<file path="src/logic/spcc_map.svh">
// register offsets, field positions, reset values and timing counts
`ifndef SPCC_MAP_SVH
`define SPCC_MAP_SVH
`define SPCC_OFF_STATUS 12'h000
`define SPCC_OFF_CTRL 12'h004
`define SPCC_OFF_SLEEP 12'h008
`define SPCC_OFF_LFSEL 12'h00c
`define SPCC_OFF_TRIM 12'h010
`define SPCC_ST_CYCLE 0
`define SPCC_ST_RAMKEPT 1
`define SPCC_ST_ANALOG 2
`define SPCC_ST_XCVR 3
`define SPCC_ST_WDOG 7
`define SPCC_ST_LFRDY 10
`define SPCC_ST_DEEP 11
`define SPCC_STATUS_USED 16'h0c8f
`define SPCC_TRIM_RESET 3'h2
`define SPCC_TRIM_HIGH 3'h2
`define SPCC_TRIM_LOW 3'h3
`define SPCC_CLK_MHZ 200
`define SPCC_XTAL_STABLE_MS 1000
`define SPCC_XTAL_FAIL_MS 8000
`define SPCC_XTAL_STABLE_CYC (`SPCC_XTAL_STABLE_MS * 1000 * `SPCC_CLK_MHZ)
`define SPCC_XTAL_FAIL_CYC (`SPCC_XTAL_FAIL_MS * 1000 * `SPCC_CLK_MHZ)
`define SPCC_RC_STABLE_CYC 32'h0000_0010
`endif

</file>
<file path="src/logic/spcc_pkg.sv">
// types for the sleep, power and low-frequency clock controller
package spcc_pkg;
  typedef enum logic [2:0] {
    sleep_osc_on_ram_on = 3'h0,
    sleep_osc_on_ram_off = 3'h1,
    sleep_osc_off_ram_on = 3'h2,
    sleep_osc_off_ram_off = 3'h3,
    sleep_full_powerdown = 3'h4
  } spcc_sleep_t;
  typedef enum logic [1:0] {
    lf_internal_rc = 2'h0,
    ext_rc_module_source = 2'h1,
    ext_crystal_source = 2'h2
  } spcc_lfsrc_t;
  typedef enum logic [2:0] {
    st_run = 3'h0,
    st_doze = 3'h1,
    st_sleep = 3'h3,
    st_wake = 3'h2
  } spcc_state_t;
  typedef struct packed {
    logic dio;
    logic wake_timer;
    logic comparator;
    logic pulse_counter;
  } spcc_wake_t;
endpackage

</file>
<file path="src/logic/spcc_ctrl.sv">
// sleep, power and low-frequency clock controller with apb registers
//
// The APB register port and the address map were chosen for this implementation.
`timescale 1ns/1ps
`include "spcc_map.svh"
module spcc_ctrl #(
  parameter int unsigned STABLE_CYC = `SPCC_XTAL_STABLE_CYC,
  parameter int unsigned FAIL_CYC = `SPCC_XTAL_FAIL_CYC
) (
  input wire logic mclk,
  input wire logic nrst,
  input wire logic psel,
  input wire logic penable,
  input wire logic pwrite,
  input wire logic [11:0] paddr,
  input wire logic [31:0] pwdata,
  output logic [31:0] prdata,
  output logic pready,
  output logic pslverr,
  input wire logic irq_any,
  input wire spcc_pkg::spcc_wake_t wake_irq,
  input wire logic watchdog_restart,
  input wire logic xtal_osc_ok,
  input wire logic lowfreq_clock_pin_a_i,
  input wire logic lowfreq_clock_pin_b_i,
  output logic lowfreq_clock_pin_a_o,
  output logic lowfreq_clock_pin_a_oe,
  output logic lowfreq_clock_pin_b_o,
  output logic lowfreq_clock_pin_b_oe,
  output logic lowfreq_pullup_off,
  output logic lowfreq_ext_clk,
  output logic cpu_clk_en,
  output logic ram_power_on,
  output logic lf_osc_run,
  output logic analog_power_on,
  output logic transceiver_clk_en,
  output logic transceiver_power_on,
  output logic core_power_on,
  output logic warm_start,
  output logic [2:0] lf_rc_trim
);
  import spcc_pkg::*;

  // ********************
  // reset release
  // ********************
  logic rst_s1_q, rst_n_q;
  always_ff @(posedge mclk or negedge nrst) begin
    if (!nrst) begin
      rst_s1_q <= 1'b0;
      rst_n_q <= 1'b0;
    end else begin
      rst_s1_q <= 1'b1;
      rst_n_q <= rst_s1_q;
    end
  end

  // ********************
  // pin synchronisers
  // ********************
  logic [5:0] sync1_q, sync2_q;
  always_ff @(posedge mclk or negedge rst_n_q) begin
    if (!rst_n_q) begin
      sync1_q <= 6'h00;
      sync2_q <= 6'h00;
    end else begin
      sync1_q <= {xtal_osc_ok, lowfreq_clock_pin_a_i, wake_irq.dio,
                  wake_irq.wake_timer, wake_irq.comparator,
                  wake_irq.pulse_counter};
      sync2_q <= sync1_q;
    end
  end
  logic osc_ok_s, pin_a_s, dio_s, wt_s, cmp_s, pc_s;
  assign {osc_ok_s, pin_a_s, dio_s, wt_s, cmp_s, pc_s} = sync2_q;
  logic unused_pin_b;
  assign unused_pin_b = lowfreq_clock_pin_b_i;

  // ********************
  // apb decode
  // ********************
  logic wr_en, rd_en, addr_ok;
  assign pready = 1'b1;
  assign wr_en = psel & penable & pwrite;
  assign rd_en = psel & penable & ~pwrite;
  always_comb begin
    case (paddr)
      `SPCC_OFF_STATUS, `SPCC_OFF_CTRL, `SPCC_OFF_SLEEP,
      `SPCC_OFF_LFSEL, `SPCC_OFF_TRIM: addr_ok = 1'b1;
      default: addr_ok = 1'b0;
    endcase
  end
  assign pslverr = psel & penable & ~addr_ok;

  // ********************
  // control register
  // ********************
  // bit0 doze request (self clearing), bit1 radio clock on, bit2 analogue on
  logic xcvr_on_q, analog_on_q, doze_req;
  assign doze_req = wr_en && paddr == `SPCC_OFF_CTRL && pwdata[0];
  always_ff @(posedge mclk or negedge rst_n_q) begin
    if (!rst_n_q) begin
      xcvr_on_q <= 1'b1;
      analog_on_q <= 1'b1;
    end else if (wr_en && paddr == `SPCC_OFF_CTRL) begin
      xcvr_on_q <= pwdata[1];
      analog_on_q <= pwdata[2];
    end
  end
  assign transceiver_clk_en = xcvr_on_q;
  assign transceiver_power_on = core_power_on;

  // ********************
  // power state machine
  // ********************
  spcc_state_t state_q;
  spcc_sleep_t mode_q;
  logic sleep_req, wake_ev, deep_wake;
  assign sleep_req = wr_en && paddr == `SPCC_OFF_SLEEP &&
                     pwdata[2:0] <= 3'h4;
  // timer wake counts only while the oscillator keeps running
  assign deep_wake = dio_s;
  always_comb begin
    case (mode_q)
      sleep_osc_on_ram_on, sleep_osc_on_ram_off:
        wake_ev = dio_s | wt_s | cmp_s | pc_s;
      sleep_osc_off_ram_on, sleep_osc_off_ram_off:
        wake_ev = dio_s | cmp_s | pc_s;
      default: wake_ev = deep_wake;
    endcase
  end
  always_ff @(posedge mclk or negedge rst_n_q) begin
    if (!rst_n_q) begin
      state_q <= st_run;
    end else begin
      case (state_q)
        st_run: begin
          if (sleep_req) begin
            state_q <= st_sleep;
          end else if (doze_req) begin
            state_q <= st_doze;
          end
        end
        st_doze: begin
          if (irq_any) begin
            state_q <= st_run;
          end
        end
        st_sleep: begin
          if (wake_ev) begin
            state_q <= st_wake;
          end
        end
        st_wake: state_q <= st_run;
        default: state_q <= st_run;
      endcase
    end
  end
  always_ff @(posedge mclk or negedge rst_n_q) begin
    if (!rst_n_q) begin
      mode_q <= sleep_osc_on_ram_on;
    end else if (state_q == st_run && sleep_req) begin
      mode_q <= spcc_sleep_t'(pwdata[2:0]);
    end
  end
  logic in_sleep, ram_mode, osc_mode;
  assign in_sleep = state_q == st_sleep;
  assign ram_mode = mode_q == sleep_osc_on_ram_on ||
                    mode_q == sleep_osc_off_ram_on;
  assign osc_mode = mode_q == sleep_osc_on_ram_on ||
                    mode_q == sleep_osc_on_ram_off;
  assign cpu_clk_en = state_q == st_run || state_q == st_wake;
  assign ram_power_on = !in_sleep || ram_mode;
  assign lf_osc_run = !in_sleep || osc_mode;
  assign core_power_on = !in_sleep || mode_q != sleep_full_powerdown;
  assign analog_power_on = analog_on_q && !in_sleep;

  // ********************
  // restart flags
  // ********************
  logic cycle_q, ramkept_q, deep_q, wdog_q, warm_q;
  always_ff @(posedge mclk or negedge rst_n_q) begin
    if (!rst_n_q) begin
      cycle_q <= 1'b0;
      ramkept_q <= 1'b0;
      deep_q <= 1'b0;
      wdog_q <= 1'b0;
      warm_q <= 1'b0;
    end else if (watchdog_restart) begin
      wdog_q <= 1'b1;
      cycle_q <= 1'b0;
      ramkept_q <= 1'b0;
      deep_q <= 1'b0;
      warm_q <= 1'b0;
    end else if (state_q == st_wake) begin
      cycle_q <= 1'b1;
      ramkept_q <= ram_mode;
      deep_q <= mode_q == sleep_full_powerdown;
      warm_q <= ram_mode;
      wdog_q <= 1'b0;
    end
  end
  assign warm_start = warm_q;

  // ********************
  // low-frequency source
  // ********************
  spcc_lfsrc_t src_q;
  logic lf_rdy_q, xtal_fail_q, settling_q;
  logic [31:0] wait_q;
  logic sel_wr;
  // once external, writes are ignored, so there is no path back to rc
  assign sel_wr = wr_en && paddr == `SPCC_OFF_LFSEL &&
                  src_q == lf_internal_rc &&
                  (pwdata[1:0] == 2'h1 || pwdata[1:0] == 2'h2);
  always_ff @(posedge mclk or negedge rst_n_q) begin
    if (!rst_n_q) begin
      src_q <= lf_internal_rc;
    end else if (sel_wr) begin
      src_q <= spcc_lfsrc_t'(pwdata[1:0]);
    end
  end
  always_ff @(posedge mclk or negedge rst_n_q) begin
    if (!rst_n_q) begin
      lf_rdy_q <= 1'b0;
      xtal_fail_q <= 1'b0;
      settling_q <= 1'b1;
      wait_q <= 32'h0;
    end else if (sel_wr || (state_q == st_wake && !osc_mode)) begin
      lf_rdy_q <= 1'b0;
      settling_q <= 1'b1;
      wait_q <= 32'h0;
    end else if (settling_q) begin
      wait_q <= wait_q + 32'h1;
      if (src_q == ext_crystal_source) begin
        if (osc_ok_s && wait_q >= STABLE_CYC - 1) begin
          lf_rdy_q <= 1'b1;
          settling_q <= 1'b0;
        end else if (wait_q >= FAIL_CYC - 1) begin
          xtal_fail_q <= 1'b1;
          lf_rdy_q <= 1'b1;
          settling_q <= 1'b0;
        end
      end else if (wait_q >= `SPCC_RC_STABLE_CYC - 1) begin
        lf_rdy_q <= 1'b1;
        settling_q <= 1'b0;
      end
    end
  end
  logic ext_run;
  assign ext_run = src_q != lf_internal_rc && lf_rdy_q &&
                   !xtal_fail_q;
  assign lowfreq_ext_clk = ext_run ? pin_a_s : 1'b0;
  // pins only ever listen; the crystal source also releases the pull-ups
  assign lowfreq_clock_pin_a_o = 1'b0;
  assign lowfreq_clock_pin_b_o = 1'b0;
  assign lowfreq_clock_pin_a_oe = 1'b0;
  assign lowfreq_clock_pin_b_oe = 1'b0;
  assign lowfreq_pullup_off = src_q == ext_crystal_source;

  // ********************
  // rc trim
  // ********************
  logic [2:0] trim_q;
  always_ff @(posedge mclk or negedge rst_n_q) begin
    if (!rst_n_q) begin
      trim_q <= `SPCC_TRIM_RESET;
    end else if (wr_en && paddr == `SPCC_OFF_TRIM &&
                 !pwdata[2] && pwdata[1]) begin
      trim_q <= pwdata[2:0];
    end
  end
  assign lf_rc_trim = trim_q;

  // ********************
  // read mux
  // ********************
  logic [15:0] status;
  always_comb begin
    status = 16'h0000;
    status[`SPCC_ST_CYCLE] = cycle_q;
    status[`SPCC_ST_RAMKEPT] = ramkept_q;
    status[`SPCC_ST_ANALOG] = analog_power_on;
    status[`SPCC_ST_XCVR] = xcvr_on_q;
    status[`SPCC_ST_WDOG] = wdog_q;
    status[`SPCC_ST_LFRDY] = lf_rdy_q;
    status[`SPCC_ST_DEEP] = deep_q;
  end
  always_ff @(posedge mclk or negedge rst_n_q) begin
    if (!rst_n_q) begin
      prdata <= 32'h0;
    end else if (psel && !penable && !pwrite) begin
      case (paddr)
        `SPCC_OFF_STATUS: prdata <= {16'h0, status};
        `SPCC_OFF_CTRL: prdata <= {29'h0, analog_on_q, xcvr_on_q, 1'b0};
        `SPCC_OFF_SLEEP: prdata <= {29'h0, mode_q};
        `SPCC_OFF_LFSEL: prdata <= {28'h0, xtal_fail_q, ext_run, src_q};
        `SPCC_OFF_TRIM: prdata <= {29'h0, trim_q};
        default: prdata <= 32'h0;
      endcase
    end
  end
endmodule

</file>
<file path="config.mk">
export PLATFORM = sky130hd
export DESIGN_NAME = spcc_ctrl
export DESIGN_NICKNAME = d
export VERILOG_FILES = /design/src/logic/spcc_pkg.sv /design/src/logic/spcc_ctrl.sv
export VERILOG_INCLUDE_DIRS = /design/src /design/src/logic
export SDC_FILE = /design/constraint.sdc
export NUM_CORES = 1
export LEC_CHECK = 0
export BUFFER_PORTS_ARGS = -buffer_cell sky130_fd_sc_hd__buf_4
export CAP_MARGIN = 20
export CORE_ASPECT_RATIO = 1.75
export CORE_MARGIN = 10
export CORE_UTILIZATION = 39
export CTS_BUF_LIST = sky130_fd_sc_hd__clkbuf_4 sky130_fd_sc_hd__clkbuf_8
export DETAILED_ROUTE_END_ITERATION = 12
export GPL_ROUTABILITY_DRIVEN = 1
export HOLD_SLACK_MARGIN = 0.15
export PLACE_DENSITY_LB_ADDON = 0.12
export SYNTH_ARGS = -nofsm -noshare
export SYNTH_HDL_FRONTEND = slang
export SYNTH_SLANG_ARGS = --single-unit
</file>
<file path="constraint.sdc">
create_clock -name mclk -period 3.3 [get_ports mclk]
set_input_delay 0.495 -clock mclk [delete_from_list [all_inputs] [get_ports mclk]]
set_output_delay 0.495 -clock mclk [all_outputs]
set_load 0.005 [all_outputs]
</file>
==> metrics.cfg <==
[critical_path]
critPathLaunchType=input pin
required_ns=2.80
crit_fanout=8
end_kind=output port
critPathTopFamily=simple AND/OR/NAND/NOR gates
arrival_ns=1.75
timing.critical_path.mode_cell=buf_4
path_buf_inv=3
cp_slowest_cell=nand3_1
max_stage_delay_ns=0.35
path_cells=buf_4 > nor4_1 > nand3_1 > inv_1 > a21oi_1 > buf_4
critPathKind=in2out

[power_and_ir_drop]
ir_drop_uv=235
comb_power_share_pct=7.3
internal-power_w=0.00144
p_seq_share_pct=51.0
netSwitchingFraction_pct=25.1
switching_power_w=0.000481
power.share.clock_pct=41.7
p_per_area_nw_per_um2=435
leakagePower_nw=1.99

[cts]
ctsResizeCount=0
clk_latency_ns=0.35
numClockSinks=72
post_cts_buffers=0
htree_levels=3
cts_buffers=9
clk_pin_slew_worst_paths_ns=0.08
clockBufferDepth=2
cts_tree=yes
cts_root_buf=clkbuf_8

[synth]
ys_top_cells_by_area=dfrtp_1 (45%), buf_4 (6.1%), nor2_1 (4.9%)
async_reset_ff_share_pct=100
syn-cell-area_um2=3810
postSynthCellCount=407
synth_area_per_cell_um2=9.36
synth_top_area_cell=dfrtp_1
ys.flop_type=dfrtp_1
yosys_warnings=0
ys_seq_area_share_pct=47.4
synth_cell_types=54
post-synth-top-area-fraction_pct=44.7
ys_ff_latch=72
synth-edff-count=0

[detailed_routing]
wirelength_mm=9.49
wl_per_cell_um=16.3
drc=0
drtIter0Drc=102
antenna_left=0
routed_via_density=5.13
num_vias=2983
drtPass1Iterations=4

[global_route]
grt_pass1_wl_mm=15.6
grt_pass1_vias=3169
grt_max_degree=31
antenna_found_initial=0
grt_usage_pct=13.8
grt_overflow=0

[floorplan]
coreArea_um2=9530
dieHeight_um=151
start_util_pct=40.0
dieArea_um2=14300
rows=47
dieWidth_um=94.7
ioPinCount=109

[timing]
final_max_slew_viol_count=0
slew-limit-headroom_pct=48.6
fin_crit_sh_pct=68.1
worstMarginPinSlew_ns=0.764
tns_ns=0
min_period_ns=2.25
setup_viol=0
fmax_mhz=445
holdWs_ns=0.247
clock_skew_ns=0.0131
grt_setup_unrepaired=no
hold_violations=0

[final_layout]
final_common_cell=dfrtp_1
fin_area_um2=4410
drive_gt1_share_pct=19.6
diodes=0
layout_common_cells=dfrtp_1 (67), buf_4 (52), nor2_1 (50)
num-nets-final=519
syn2layout_area_growth_pct=15.8
final_core_utilization_pct=46.3

[min_path]
min_path_type=in2reg

[placement]
dp_hpwl_mm=7.29
placed_area_um2=4170
gp_congestion=0.820
io_buffers=48

[job]
cap_violations=0

[run_status]
status=completed

## routing by layer
layer  track usage, %  routed length (um)  vias to the layer above
met5                0                   0                        -
met4             6.17                 220                        0
met3             3.49                 434                       14
met2             25.5                5350                       63
met1             14.0                3490                     1464
li1                 -                   -                     1442
## through the flow
step | worst slack (ns) | cells | power (W)
after floorplan | 1.15 | 436 | 0.00110
after global placement | 0.790 | 565 | 0.00113
after detailed placement | 0.805 | 565 | 0.00114
after CTS | 1.03 | 582 | 0.00195
after global routing | 0.917 | 582 | 0.00202
final | 1.05 | 582 | 0.00192
## layout make-up
cell class                 count  area [um^2]
timing repair buffer          53          400
inverter                      15         56.3
clock inverter                 6         92.6
sequential                    72         1810
clock buffer                  10          138
tap                          122          153
multi-input combinational    304         1760
fill                         953         5110
## state kept, by name, summed over array words and instances, names as in the netlist
signal,flops
src_q,2
xtal_fail_q,1
lf_rdy_q,1
wdog_q,1
rst_n_q,1
settling_q,1
cycle_q,1
deep_q,1
prdata,7
lf_rc_trim,3
state_q,2
transceiver_clk_en,1
mode_q,3
wait_q,32
analog_on_q,1
sync1_q,6
rst_s1_q,1
sync2_q,6
warm_start,1
## what timing repair did
| item | in CTS | in global routing |
|---|---|---|
| setup endpoints to repair | 0 | 0 |
| hold buffers | 1 | 0 |
| hold endpoints to repair | 2 | 0 |
## synth_stat cells (3+ instances only)
master / instances
dfrtp_1: 68
nor2_1: 50
nand2_1: 35
buf_4: 31
o21ai_0: 21
nand3_1: 18
a21oi_1: 17
inv_1: 15
xor2_1: 15
nor3_1: 14
nor4_1: 13
clkbuf_1: 11
xnor2_1: 10
mux2_2: 7
or3_1: 7
ha_1: 6
nand4_1: 6
dfstp_2: 4
nor2b_1: 4
a21o_1: 3
mux2i_1: 3
nand2b_1: 3
or4_1: 3
## path summary, 6_finish.rpt
check,depth (start not counted),from,slack (ns),end
min in group asynchronous,0,rst_n_q$_DFF_PN0_,0.30,sync1_q[2]$_DFF_PN0_
max in group asynchronous,1,rst_n_q$_DFF_PN0_,2.24,wait_q[25]$_DFFE_PN0P_
worst max register to register,6,wait_q[0]$_DFFE_PN0P_,1.10,wait_q[22]$_DFFE_PN0P_
worst min register to register,0,rst_n_q$_DFF_PN0_,0.30,sync1_q[2]$_DFF_PN0_
worst min-delay path,1,wake_irq[3],0.25,sync1_q[3]$_DFF_PN0_
worst max-delay path,6,paddr[1],1.05,pslverr
## cell families (layout without fill, tap and decap cells)
group | Yosys count | after routing | synth area share, %
adder cells (fa/ha/maj) | 6 | 6 | 1.97
XOR/XNOR | 25 | 25 | 5.75
AND/OR/NAND/NOR | 174 | 174 | 23.2
AO/OA/AOI/OAI | 58 | 58 | 9.13
multiplexers | 10 | 10 | 2.86
flip-flops | 72 | 72 | 47.4
other | 2 | 31 | 0.197
buffers and inverters | 60 | 84 | 9.46
## power groups by stage
| stage | sequential (W) | combinational [W] | clock [W] |
|---|---|---|---|
| 6_report | 0.000979 | 0.000141 | 0.000801 |
| 2_1_floorplan | 0.000989 | 0.000108 | 0 |
| 3_3_place_gp | 0.000997 | 0.000138 | 0 |
| 3_5_place_dp | 0.000996 | 0.000140 | 0 |
| 5_1_grt | 0.000988 | 0.000164 | 0.000868 |
| 4_1_cts | 0.000980 | 0.000142 | 0.000832 |
No activity file was read; power rests on OpenSTA's default activity.
